--- src/rcrm_pkg.sv ---
// shared constants, types and decode function for the reference clock routing mux
//-----------------------------------------------------------------------------
// How it works
// - one of four reference clock sources drives the shared pll input.
// - software reselects the source at run time through the config port.
// - at most one clock travels northward through a tile at once.
// - at most one clock travels southward through a tile at once.
// - forwarding works even when local transceivers ignore the forwarded clock.
// - overlapping clock regions are allowed when routed through the config port.
// - all selector fields live in the config port word at address 0x04.
// - source code lsb at bit 6, middle bit 5, msb bit 4.
// - downward route choice at bit 7, upward route choice at bit 8.
// - source code bits marked x are ignored by the multiplexer.
// - code 1x1 selects the clock arriving from the south.
// - upward choice 0 passes clock from south northward, 1 drives own clock.
// - downward choice 1 drives own clock southward, 0 passes clock from north.
//-----------------------------------------------------------------------------
package rcrm_pkg;

	//-------------------------------------------------------------------------
	// config port geometry
	//-------------------------------------------------------------------------
	localparam int          CFG_ADDR_W        = 7;
	localparam int          CFG_DATA_W        = 16;
	localparam logic [6:0]  ROUTE_SELECT_ADDR = 7'h04;
	localparam logic [15:0] ROUTE_SELECT_RST  = 16'h0000;
	localparam logic [15:0] UNMAPPED_RDATA    = 16'h0000;

	//-------------------------------------------------------------------------
	// field positions inside the route select word
	//-------------------------------------------------------------------------
	localparam int SRC_BIT0_POS  = 6;
	localparam int SRC_BIT1_POS  = 5;
	localparam int SRC_BIT2_POS  = 4;
	localparam int DOWN_SEL_POS  = 7;
	localparam int UP_SEL_POS    = 8;
	localparam logic [15:0] SELECTOR_MASK = 16'h01f0;

	//-------------------------------------------------------------------------
	// access timing: cycles spent between request and ready
	//-------------------------------------------------------------------------
	localparam logic [1:0] ACCESS_CYCLES = 2'h2;

	//-------------------------------------------------------------------------
	// types
	//-------------------------------------------------------------------------
	typedef struct packed {
		logic                  en;
		logic                  we;
		logic [CFG_ADDR_W-1:0] addr;
		logic [CFG_DATA_W-1:0] wdata;
	} rcrm_cfg_req_type;

	typedef enum logic [1:0] {
		SRC_LOCAL      = 2'b00,
		SRC_OWN        = 2'b01,
		SRC_FROM_NORTH = 2'b10,
		SRC_FROM_SOUTH = 2'b11
	} rcrm_source_type;

	typedef enum logic [1:0] {
		ST_IDLE = 2'b00,
		ST_WAIT = 2'b01,
		ST_DONE = 2'b10
	} rcrm_state_type;

	//-------------------------------------------------------------------------
	// source code decode, x positions ignored
	//-------------------------------------------------------------------------
	function automatic rcrm_source_type decode_source(input logic [2:0] code);
		rcrm_source_type src;
		if (!code[0]) begin
			src = SRC_LOCAL;
		end else if (code[2]) begin
			src = SRC_FROM_SOUTH;
		end else if (code[1]) begin
			src = SRC_OWN;
		end else begin
			src = SRC_FROM_NORTH;
		end
		return src;
	endfunction

	// pull the source code out of a route select word
	function automatic logic [2:0] extract_code(input logic [15:0] word);
		return {word[SRC_BIT2_POS], word[SRC_BIT1_POS], word[SRC_BIT0_POS]};
	endfunction

endpackage

--- src/rcrm_clock_mux.sv ---
// reference clock multiplexer and north/south forwarding paths of one tile
module rcrm_clock_mux (
	input  wire logic       i_local_ref_clk,
	input  wire logic       i_own_ref_clk,
	input  wire logic       i_from_north_clk,
	input  wire logic       i_from_south_clk,
	input  wire logic [2:0] i_source_code,
	input  wire logic       i_upward_route_choice,
	input  wire logic       i_downward_route_choice,
	output logic            o_pll_input_clock,
	output logic            o_to_north_clk,
	output logic            o_to_south_clk
);

	//-------------------------------------------------------------------------
	// pll input selection
	//-------------------------------------------------------------------------
	rcrm_pkg::rcrm_source_type src;

	// one of four sources reaches the pll input
	always_comb begin
		src = rcrm_pkg::decode_source(i_source_code);
		unique case (src)
			rcrm_pkg::SRC_LOCAL:      o_pll_input_clock = i_local_ref_clk;
			rcrm_pkg::SRC_OWN:        o_pll_input_clock = i_own_ref_clk;
			rcrm_pkg::SRC_FROM_NORTH: o_pll_input_clock = i_from_north_clk;
			rcrm_pkg::SRC_FROM_SOUTH: o_pll_input_clock = i_from_south_clk;
		endcase
	end

	//-------------------------------------------------------------------------
	// forwarding paths, independent of pll selection
	//-------------------------------------------------------------------------
	// a single 2:1 per direction, so only one clock can ever leave each way
	always_comb begin
		o_to_north_clk = i_upward_route_choice ? i_own_ref_clk : i_from_south_clk;
		o_to_south_clk = i_downward_route_choice ? i_own_ref_clk : i_from_north_clk;
	end

endmodule

--- src/rcrm_route_top.sv ---
// top of the reference clock routing block: config port slave, route word and mux
module rcrm_route_top (
	input  wire logic                         i_core_clk,
	input  wire logic                         i_rst,
	// config port
	input  wire rcrm_pkg::rcrm_cfg_req_type   i_cfg_req,
	output logic                              o_cfg_rdy,
	output logic [rcrm_pkg::CFG_DATA_W-1:0]   o_cfg_rdata,
	output logic                              o_cfg_busy,
	// tile reset seen by the block
	input  wire logic                         i_tile_reset,
	// reference clocks
	input  wire logic                         i_local_ref_clk,
	input  wire logic                         i_own_ref_clk,
	input  wire logic                         i_from_north_clk,
	input  wire logic                         i_from_south_clk,
	output logic                              o_pll_input_clock,
	output logic                              o_to_north_clk,
	output logic                              o_to_south_clk,
	// status
	output rcrm_pkg::rcrm_source_type         o_pll_source,
	output logic                              o_upward_route_choice,
	output logic                              o_downward_route_choice,
	output logic                              o_own_clock_exported,
	output logic                              o_route_changed
);

	//-------------------------------------------------------------------------
	// state
	//-------------------------------------------------------------------------
	rcrm_pkg::rcrm_state_type               state_r;
	rcrm_pkg::rcrm_state_type               state_nxt;
	logic [1:0]                             cnt_r;
	logic [1:0]                             cnt_nxt;
	rcrm_pkg::rcrm_cfg_req_type             req_r;
	rcrm_pkg::rcrm_cfg_req_type             req_nxt;
	logic [rcrm_pkg::CFG_DATA_W-1:0]        route_word_r;
	logic [rcrm_pkg::CFG_DATA_W-1:0]        route_word_nxt;
	logic [rcrm_pkg::CFG_DATA_W-1:0]        rdata_r;
	logic [rcrm_pkg::CFG_DATA_W-1:0]        rdata_nxt;
	logic                                   changed_r;
	logic                                   changed_nxt;
	rcrm_pkg::rcrm_source_type              source_r;
	rcrm_pkg::rcrm_source_type              source_nxt;
	logic                                   hit;
	logic                                   commit;
	logic                                   sel_differs;

	//-------------------------------------------------------------------------
	// access decode
	//-------------------------------------------------------------------------
	// only one word is mapped; all other addresses read zero and drop writes
	always_comb begin
		hit         = (req_r.addr == rcrm_pkg::ROUTE_SELECT_ADDR);
		commit      = (state_r == rcrm_pkg::ST_WAIT) && (cnt_r == 2'h0);
		sel_differs = ((route_word_r ^ req_r.wdata) & rcrm_pkg::SELECTOR_MASK) != 16'h0000;
	end

	//-------------------------------------------------------------------------
	// access sequencer
	//-------------------------------------------------------------------------
	// requests are taken only in idle; a request while busy is ignored
	always_comb begin
		state_nxt = state_r;
		cnt_nxt   = cnt_r;
		req_nxt   = req_r;
		unique case (state_r)
			rcrm_pkg::ST_IDLE: begin
				if (i_cfg_req.en) begin
					req_nxt   = i_cfg_req;
					cnt_nxt   = rcrm_pkg::ACCESS_CYCLES - 2'h1;
					state_nxt = rcrm_pkg::ST_WAIT;
				end
			end
			rcrm_pkg::ST_WAIT: begin
				if (cnt_r == 2'h0) begin
					state_nxt = rcrm_pkg::ST_DONE;
				end else begin
					cnt_nxt = cnt_r - 2'h1;
				end
			end
			rcrm_pkg::ST_DONE: begin
				state_nxt = rcrm_pkg::ST_IDLE;
			end
			default: begin
				state_nxt = rcrm_pkg::ST_IDLE;
			end
		endcase
	end

	// sequencer registers
	always_ff @(posedge i_core_clk) begin
		if (i_rst) begin
			state_r <= rcrm_pkg::ST_IDLE;
			cnt_r   <= 2'h0;
			req_r   <= '0;
		end else begin
			state_r <= state_nxt;
			cnt_r   <= cnt_nxt;
			req_r   <= req_nxt;
		end
	end

	//-------------------------------------------------------------------------
	// route select word and read data
	//-------------------------------------------------------------------------
	// the whole word is stored, so a write also replaces the bits outside the selectors
	always_comb begin
		route_word_nxt = route_word_r;
		rdata_nxt      = rdata_r;
		if (commit) begin
			if (hit) begin
				rdata_nxt = route_word_r; // read returns the word before this write
				if (req_r.we) begin
					route_word_nxt = req_r.wdata;
				end
			end else begin
				rdata_nxt = rcrm_pkg::UNMAPPED_RDATA;
			end
		end
	end

	// word registers
	always_ff @(posedge i_core_clk) begin
		if (i_rst) begin
			route_word_r <= rcrm_pkg::ROUTE_SELECT_RST;
			rdata_r      <= 16'h0000;
		end else begin
			route_word_r <= route_word_nxt;
			rdata_r      <= rdata_nxt;
		end
	end

	//-------------------------------------------------------------------------
	// routing changed flag
	//-------------------------------------------------------------------------
	// set when a write alters a selector; tile reset clears, set wins
	always_comb begin
		changed_nxt = changed_r;
		if (i_tile_reset) begin
			changed_nxt = 1'b0;
		end
		if (commit && hit && req_r.we && sel_differs) begin
			changed_nxt = 1'b1;
		end
	end

	// flag register
	always_ff @(posedge i_core_clk) begin
		if (i_rst) begin
			changed_r <= 1'b0;
		end else begin
			changed_r <= changed_nxt;
		end
	end

	//-------------------------------------------------------------------------
	// decoded source status
	//-------------------------------------------------------------------------
	// registered decode of the stored code for software-visible status
	always_comb begin
		source_nxt = rcrm_pkg::decode_source(rcrm_pkg::extract_code(route_word_nxt));
	end

	// status register
	always_ff @(posedge i_core_clk) begin
		if (i_rst) begin
			source_r <= rcrm_pkg::SRC_LOCAL;
		end else begin
			source_r <= source_nxt;
		end
	end

	//-------------------------------------------------------------------------
	// clock multiplexer
	//-------------------------------------------------------------------------
	// steered only by the committed word, never by a pending request
	rcrm_clock_mux u_mux (
		.i_local_ref_clk         (i_local_ref_clk),
		.i_own_ref_clk           (i_own_ref_clk),
		.i_from_north_clk        (i_from_north_clk),
		.i_from_south_clk        (i_from_south_clk),
		.i_source_code           (rcrm_pkg::extract_code(route_word_r)),
		.i_upward_route_choice   (route_word_r[rcrm_pkg::UP_SEL_POS]),
		.i_downward_route_choice (route_word_r[rcrm_pkg::DOWN_SEL_POS]),
		.o_pll_input_clock       (o_pll_input_clock),
		.o_to_north_clk          (o_to_north_clk),
		.o_to_south_clk          (o_to_south_clk)
	);

	//-------------------------------------------------------------------------
	// outputs
	//-------------------------------------------------------------------------
	// handshake is combinational from state, data from flip-flops
	always_comb begin
		o_cfg_rdy               = (state_r == rcrm_pkg::ST_DONE);
		o_cfg_busy              = (state_r != rcrm_pkg::ST_IDLE);
		o_cfg_rdata             = rdata_r;
		o_pll_source            = source_r;
		o_upward_route_choice   = route_word_r[rcrm_pkg::UP_SEL_POS];
		o_downward_route_choice = route_word_r[rcrm_pkg::DOWN_SEL_POS];
		o_own_clock_exported    = route_word_r[rcrm_pkg::UP_SEL_POS] | route_word_r[rcrm_pkg::DOWN_SEL_POS];
		o_route_changed         = changed_r;
	end

endmodule

--- config.mk ---
export PLATFORM = sky130hd
export DESIGN_NAME = rcrm_route_top
export DESIGN_NICKNAME = d
export VERILOG_FILES = /design/src/rcrm_pkg.sv /design/src/rcrm_clock_mux.sv /design/src/rcrm_route_top.sv
export SDC_FILE = /design/constraint.sdc
export NUM_CORES = 1
export LEC_CHECK = 0
export ABC_AREA = 0
export BUFFER_PORTS_ARGS = -buffer_cell sky130_fd_sc_hd__buf_4
export CORE_MARGIN = 10
export CORE_UTILIZATION = 59
export CTS_BUF_LIST = sky130_fd_sc_hd__clkbuf_4 sky130_fd_sc_hd__clkbuf_8
export DETAILED_ROUTE_END_ITERATION = 8
export PLACE_DENSITY_LB_ADDON = 0.05
export SYNTH_ARGS = -nofsm -noshare
export SYNTH_HDL_FRONTEND = slang
export SYNTH_SLANG_ARGS = --single-unit
--- constraint.sdc ---
create_clock -name i_core_clk -period 3.3 [get_ports i_core_clk]
set_clock_uncertainty 0.05 [all_clocks]
set_input_delay 0.165 -clock i_core_clk [delete_from_list [all_inputs] [get_ports i_core_clk]]
set_output_delay 0.165 -clock i_core_clk [all_outputs]
set_load 0.02 [all_outputs]
After elaboration in Yosys (flattened, before gate mapping)
Cells that the tools add are included.
Storage, ports and cells
  register bits after elaboration: 63
  input bits: 32
  output and inout bits: 27
  logic and storage cells: 58
Cells by class
  $add $sub $neg: 1
  equal/unequal tests: 9
  muxes and demuxes: 19
  bitwise gates (word level): 3
  reductions and logical operators: 16
Operators with widths (number)
  2-to-1 mux 7 bit: 3
  2-to-1 mux 16 bit: 1
  2-to-1 mux 2 bit: 8
  nonzero test 16 bit: 1
  bitwise XOR 9 bit: 1
  one-hot mux 2 bit (2 select lines): 2
  == test 7 x 3 -> 1 bit, second input constant: 1
  == test 2 bit, second input constant: 3
  logical NOT 2 bit: 3
  AND reduction 3 bit: 2
  nonzero test 2 bit: 3
  == test 2 x 1 -> 1 bit, second input constant: 2
  logical AND 1 bit: 4
  2-to-1 mux 1 bit: 4
  inequality test 2 bit, second input constant: 2
  one-hot mux 1 bit (4 select lines): 1
  AND reduction 2 bit: 2
  inequality test 2 x 1 -> 1 bit, second input constant: 1
  OR reduction 2 bit: 1
  subtractor 2 x 1 -> 2 bit, second input constant: 1
  inverter 1 bit: 1
  bitwise OR 1 bit: 1

Logic depth before layout (Yosys ltp)
Gate-level depths: netlist (run 1).
  depth after elaboration: 6
  mapped depth: 8
  gate-level depth less buffers: 6

Hierarchy
A second synthesis (run 1) with hierarchy kept.
Unflattened totals
  cells, all modules: 284
  area, all modules: 2391.0 µm²
By module, submodules not included
  rcrm_route_top: instances 1, cells each 277, area each 2333.5 µm², seq. area each 1261.2 µm²
  rcrm_clock_mux: instances 1, cells each 7, area each 57.6 µm², seq. area each 0.0 µm²

Worst setup path before layout (run 1)
Ideal clock, no wire load.
  path kind: register to register
  start: register cnt_r[0]
  end: register rdata_r (netlist bit o_cfg_rdata[10])
  library setup time: 0.128 ns
  arrival: 1.471 ns
  data required time: 3.122 ns
  slack: 1.651 ns
  cell stages (with the launch flop): 9
  buffers on the path: 2
  period minus slack after synthesis: 1.649 ns
  cells stage by stage: dfxtp_1 inv_1 ha_1 and4bb_1 and3_1 clkbuf_2 buf_4 a22oi_1 nor2_1
Between the ends
  longest elaborated chain between the ends: 2
RTL lines
  start: declaration: RTL line rcrm_route_top.sv:33  | logic [1:0] cnt_r;
  start signal: assignment: RTL line rcrm_route_top.sv:99  | cnt_r <= cnt_nxt;
  logical NOT 2 bit: RTL line rcrm_route_top.sv:55  | commit = (state_r == rcrm_pkg::ST_WAIT) && (cnt_r == 2'h0);
  logical AND 1 bit: RTL line rcrm_route_top.sv:55
  end signal: assignment: RTL line rcrm_route_top.sv:130  | rdata_r <= rdata_nxt;
  end: declaration: RTL line rcrm_route_top.sv:39  | logic [rcrm_pkg::CFG_DATA_W-1:0] rdata_r;
No other way between the ends.
A chain may end at the register's enable or synchronous reset.

Worst setup path in the final report (run 1)
  start: register cnt_r[0]
  end: register source_r[0] (netlist: o_pll_source[0])
Between the ends
  longest elaborated chain between the ends: 5
  elaborated cells on any way between the ends: 7
  classes of those cells: 3 x mux; 1 x bitwise; 3 x reduce/logical
RTL lines
  logical NOT 2 bit (*): RTL line rcrm_route_top.sv:55
  logical AND 1 bit (*): RTL line rcrm_route_top.sv:55
  2-to-1 mux 7 bit (*): RTL line rcrm_route_top.sv:111  | if (commit) begin
  2-to-1 mux 2 bit or inverter 1 bit (tied branches)
  2-to-1 mux 2 bit or OR reduction 2 bit (tied branches)
  end signal: assignment: RTL line rcrm_route_top.sv:168  | source_r <= rcrm_pkg::SRC_LOCAL;
  end signal: assignment: RTL line rcrm_route_top.sv:170  | source_r <= source_nxt;
  end: declaration: RTL line rcrm_route_top.sv:43  | rcrm_pkg::rcrm_source_type source_r;
Every way passes the cells marked *; elsewhere a longest branch is shown, timed or not.

==> out/qor.csv, run 1 <==
metric,value,unit
fin nets,366,
largest net degree at the start of global routing,64,
Die Y,83.5,um
CTS tree,yes,
CP startpoint kind,flip-flop,
RSZ-0062 raised after global routing,false,
Vias/cell,5.27,
Mapped Area,0.00238,mm^2
DIE AREA,0.00697,mm^2
Post-Synth XOR/XNOR Area,1.84,%
Mapped Cells,283,
core area,0.00394,mm^2
clock tree root buffer cell,clkbuf_8,
layout cells sized above 1,23.7,%
critical path type,reg -> reg,
Top Ports,59,
most frequent cells after synthesis,"83 x nand2_1, 63 x dfxtp_1, 43 x a21oi_1",
gpl congestion,0.804,
Worst R2R Start,cnt_r[0],
"Avg Cell Area, Syn",8.40,um^2
die width,83.5,um
Hold/Removal Path Class,in -> reg,
syn nets,316,
# Post-CTS Setup Buffers,0,
Power per Cell Area,529,mW/mm^2
status,completed,
top-area cell type share of the netlist area,53.1,%
"EDFF count, synth",0,
clk slew on worst S/H paths,0.06,ns
fin crit share,63.0,%
Total GRT Usage,15.7,%
"Top FF cell, synth",dfxtp_1,
clock latency on the worst-skew pair,0.33,ns
row count,23,
final wirelength,5.43,mm
wire per inst,14.0,um
CTS Buffer Depth,2,
"Area growth, synth to finish",25.0,%
max-cap violations,0,
Max Clock Freq,481,MHz
CTS sink count,63,
worst path required time,3.44,ns
TritonRoute pass-1 iters,4,
# fillers,312,
TritonCTS Buffers,9,
LEAKAGE,1.20,nW
detailed-route via count,2045,
initial drt markers,170,
drc violations,0,
CP cell instances,inv_1 > ha_1 > and4bb_1 > nand4_1 > o211ai_1 > a21oi_1,
slew of the pin with the lowest slew margin,0.773,ns
cell with the most instances after synthesis,nand2_1,
hold path endpoint,req_r[20],
# H-tree levels,3,
post-CTS sizing,0,
mux contribution to synthesized area,2.32,%
Slowest Stage Delay on Critical Path,0.57,ns
hold path start,i_cfg_req[20],
cts hold-fix bufs,0,
synth top area cells,"dfxtp_1 53%, nand2_1 13%, a21oi_1 9.1%",
Detail Route Antenna Nets,0,
port bufs,58,
simple-gate share of the synthesized area,21.0,%
CP max-delay cell,nand4_1,
R2R depth,6,
initial antenna violation count,0,
synth unique cells,33,
Worst Setup End Kind,flip-flop,
crit path max fanout,18,
dpl hpwl,3.72,mm
sequential element share of the synthesized area,53.1,%
global-route wire length before repair,9.12,mm
RR Endpoint,o_pll_source[0],
Compound-Gate Fraction of Synth Area,16.9,%
Max-slew headroom,48.5,%
Hold Path Cell Cnt,3,
ANT cells,0,
max-slew violations,0,
ys async rst share,0,%
final hold violation count,0,
Starting Density,60.3,%
R2R Setup Slk,1.22,ns
yosys warns,0,
Synth area leader,dfxtp_1,
VDD IR-drop max,368,uV
vias in the first global route,1969,
setup TNS,0,ns
Util after Layout,75.4,%
Worst EP arrival,2.22,ns
#FFs+latches synth,63,
Overflow after GRT,0,
largest family of logic cells by synthesized area,simple AND/OR/NAND/NOR gates,
Tmin final,2.08,ns
Synth Area in Adders,0.526,%
final setup vio count,0,
-- logic make-up (layout without fill, tap and decap cells) --
kind of cell | after synthesis | in the layout
buffers and inverters | 22 | 77
AOI/OAI and AO/OA | 68 | 68
muxes | 5 | 5
adders and majority gates | 1 | 1
and+or+nand+nor | 119 | 119
DFF | 63 | 63
xor gates and xnor gates | 5 | 5
-- metrics by stage --
stage	hold slack [ns]	total power, mW	instance area, um^2	setup slack [ns]	std cells
2_1_floorplan	0.251	0.916	2380	1.65	283
3_3_place_gp	0.362	0.964	2780	1.28	372
3_5_place_dp	0.370	0.969	2780	1.22	372
4_1_cts	0.0142	1.59	2970	1.20	388
5_1_grt	0.0125	1.64	2970	0.985	388
6_report	0.0293	1.57	2970	1.22	388
-- worst max-delay path, delay by kind of cell (launching register included) --
kind            cells  cell delay [ns]
simple gates        2             0.83
compound gates      2             0.41
flops               1             0.31
fa+ha+maj           1             0.26
buf+inv             1             0.07
-- state kept, by name (all words and copies together) (netlist names) --
name	count
req_r	24
route_word_r	16
cnt_r	2
o_pll_source	2
o_cfg_rdata	16
state_r	2
o_route_changed	1
-- worst max path at each step --
stage | from | to | slack [ns] | cells after the start
final | cnt_r[0] | o_pll_source[0] | 1.22 | 6
after global routing | cnt_r[0] | o_pll_source[0] | 0.99 | 6
after CTS | cnt_r[0] | o_pll_source[0] | 1.20 | 6
after detailed placement | cnt_r[0] | o_pll_source[0] | 1.22 | 6
after global placement | cnt_r[0] | o_pll_source[0] | 1.28 | 6
after floorplan | cnt_r[0] | o_cfg_rdata[10] | 1.65 | 8
-- placed cells by master (no fill, tap or decap), drive strengths merged, types with 2 or more instances in the layout --
master,synthesis,layout
nand2,83,83
dfxtp,63,63
buf,7,58
a21oi,43,43
nor2,21,21
a22oi,17,17
clkbuf,12,16
mux2,4,4
inv,3,3
nand2b,3,3
xnor2,3,3
nand3,3,3
o211ai,2,2
o31ai,2,2
xor2,2,2
-- area by class of cell --
| class | instances | area (um^2) | area share (%) |
|---|---|---|---|
| Sequential cell | 63 | 1260 | 42.4 |
| Inverter | 3 | 11.3 | 0.379 |
| Timing Repair Buffer | 58 | 435 | 14.7 |
| Multi-Input combinational cell | 198 | 1010 | 34.1 |
| Tap cell | 50 | 62.6 | 2.11 |
| Clock buffer | 16 | 189 | 6.36 |
-- report_power, final --
group	internal [mW]	total, mW	switching [mW]
clock network	0.357	0.621	0.265
logic	0.0626	0.144	0.0813
registers	0.787	0.808	0.0205
total	1.21	1.57	0.366
-- routing by layer --
metal	GRT usage [%]	vias to the layer above	wire length, um
met1	19.5	927	2540
met4	8.68	0	98
met3	4.79	9	301
li1	-	1050	-
met5	0	-	0
met2	23.7	59	2500
Power figures use the tool's default switching activity.
==> run 2: changes to the inputs <==
CORE_UTILIZATION = 49   (was 59)
clock period = 1.9 ns   (was 3.3 ns; I/O delays follow)
==> run 2 against run 1 <==
Effect of this change:
- sequential cell count stayed put
- register-to-register slack got worse by 1.1 ns
- utilization shrank 5.3 points
- sequential share of layout area decreased by 4.3 points
- first-iteration DRC count down 42%
- die area increased by 15%
- non-clock buffer count is 30 higher
- largest cell class unchanged
- largest power group unchanged
==> out/qor.csv, run 2 (synthesis gave the netlist of run 1 again) <==
metric,value,unit,change
VDD IR-drop max,658,uV,+79%
Die Y,89.7,um,+7.4%
gpl congestion,0.737,,-8.4%
Worst R2R Start,cnt_r[0],,
# H-tree levels,3,,unchanged
dpl hpwl,3.84,mm,+3.2%
max-slew violations,0,,unchanged
# Post-CTS Setup Buffers,0,,unchanged
fin crit share,91.6,%,+29 points
final wirelength,5.73,mm,+5.4%
Top Ports,59,,unchanged
clk slew on worst S/H paths,0.07,ns,about the same
DIE AREA,0.00804,mm^2,+15%
TritonCTS Buffers,9,,unchanged
CTS Buffer Depth,2,,unchanged
Hold/Removal Path Class,in -> reg,,
R2R Setup Slk,0.16,ns,-1.06 ns
final setup vio count,0,,unchanged
post-layout instance area,0.00331,mm^2,+11%
Power per Cell Area,894,mW/mm^2,+69%
Worst EP arrival,1.94,ns,-0.28 ns
CTS sink count,63,,unchanged
drc violations,0,,unchanged
vias in the first global route,2034,,+3.3%
Starting Density,50.3,%,-10 points
"Area growth, synth to finish",39.3,%,
Placed Area,0.00284,mm^2,+2.1%
crit path max fanout,19,,+1
clock latency on the worst-skew pair,0.32,ns,about the same
LEAKAGE,1.33,nW,+12%
Max-slew headroom,58.0,%,+9.5 points
R2R depth,6,,unchanged
Vias/cell,4.88,,-7.4%
"commonest non-fill, non-tap cell in the layout",nand2_1,,
RR Endpoint,o_pll_source[0],,
largest register by flop count,req_r,,
worst path required time,2.10,ns,-1.34 ns
Util after Layout,70.1,%,-5.3 points
initial drt markers,98,,-42%
Max Clock Freq,575,MHz,+19%
Worst setup endpoint,o_pll_source[0],,
TritonRoute pass-1 iters,4,,unchanged
initial antenna violation count,0,,unchanged
Overflow after GRT,0,,unchanged
ANT cells,0,,unchanged
Total GRT Usage,14.8,%,-0.97 points
Worst Setup End Kind,flip-flop,,
Worst Setup SP,cnt_r[0],,
detailed-route via count,2119,,+3.6%
slew of the pin with the lowest slew margin,0.630,ns,-0.143 ns
port bufs,58,,unchanged
row count,25,,+8.7%
Tmin final,1.74,ns,-0.338 ns
core area,0.00472,mm^2,+20%
RSZ-0062 raised after global routing,false,,
wire per inst,13.2,um,-5.7%
largest net degree at the start of global routing,64,,unchanged
CP startpoint kind,flip-flop,,
max-cap violations,0,,unchanged
critical path type,reg -> reg,,
"commonest cells after routing, fill and taps aside","83 x nand2_1, 63 x dfxtp_1, 63 x buf_4",,
layout cells sized above 1,23.7,%,+0.037 points
fin nets,396,,+8.2%
max FFs per register,24,,unchanged
Detail Route Antenna Nets,0,,unchanged
CTS tree,yes,,
clock tree root buffer cell,clkbuf_8,,
status,completed,,
die width,89.7,um,+7.4%
final hold violation count,0,,unchanged
global-route wire length before repair,9.32,mm,+2.2%
## run 2: changes by cell type in the layout (fill, tap and decap cells not counted), moves of 2 or more
cell / before / now
bufinv_16: 0 / 2
clkinv_2: 0 / 2
buf_4: 58 / 63
dlygate4sd3_1: 0 / 25
clkbuf_4: 5 / 1
## run 2: where the power goes
| group | total, mW | switching (mW) | internal, mW | leakage, nW |
|---|---|---|---|---|
| Clock | 1.25 | 0.471 | 0.778 | 0.113 |
| Combinational | 0.309 | 0.155 | 0.155 | 0.709 |
| Sequential | 1.40 | 0.0346 | 1.37 | 0.512 |
## run 2: worst min path at each step
stage / startpoint / endpoint / slack (ns) / cells after the start
2_1_floorplan: i_cfg_req[17] / req_r[17] / 0.18 / 2
3_3_place_gp: i_cfg_req[6] / req_r[6] / 0.29 / 3
3_5_place_dp: i_cfg_req[20] / req_r[20] / 0.30 / 3
4_1_cts: i_cfg_req[24] / state_r[0] / 0.1 / 3
5_1_grt: i_cfg_req[24] / state_r[0] / 0.14 / 3
6_report: i_cfg_req[24] / state_r[0] / 0.11 / 3
## run 2: cell type report
type	instances	area, um^2
clock inverters	4	70.1
repair buffers	88	723
well taps	67	83.8
flip-flops and latches	63	1260
clock buffers	11	145
multi-input cells	198	1020
fillers	414	1410
inverters	3	11.3
## run 2: what timing repair did
action	in CTS	in global routing
setup endpoints to repair	2	15
hold endpoints to repair	25	0
gates resized for setup	1	2
hold buffers	25	0
## run 2: stage by stage
stage,power (mW),hold WS (ns),setup TNS [ns],setup slack (ns),std cells
after floorplan,1.59,0.181,0,0.251,283
after global placement,1.69,0.293,0,0.0278,394
after detailed placement,1.70,0.300,-0.0141,-0.00862,394
after CTS,2.98,0.0985,0,0.125,434
after global routing,3.10,0.140,0,0.0204,434
final,2.96,0.108,0,0.160,434
## run 2: routing by layer
layer	wire length [um]	track usage (%)	share of wire, %	vias up
met1	2800	19.3	49	959
li1	-	-	-	1109
met5	0	0	0	-
met2	2600	22.0	45	47
met4	31	6.65	0.54	0
met3	305	4.24	5.3	4
## run 2: critical path: stages, from the launching register on
cell and delay, ns:
dfxtp_1 0.32, inv_1 0.08, ha_1 0.17, and4bb_1 0.26, and4_2 0.49, o211ai_1 0.15, a21oi_1 0.15
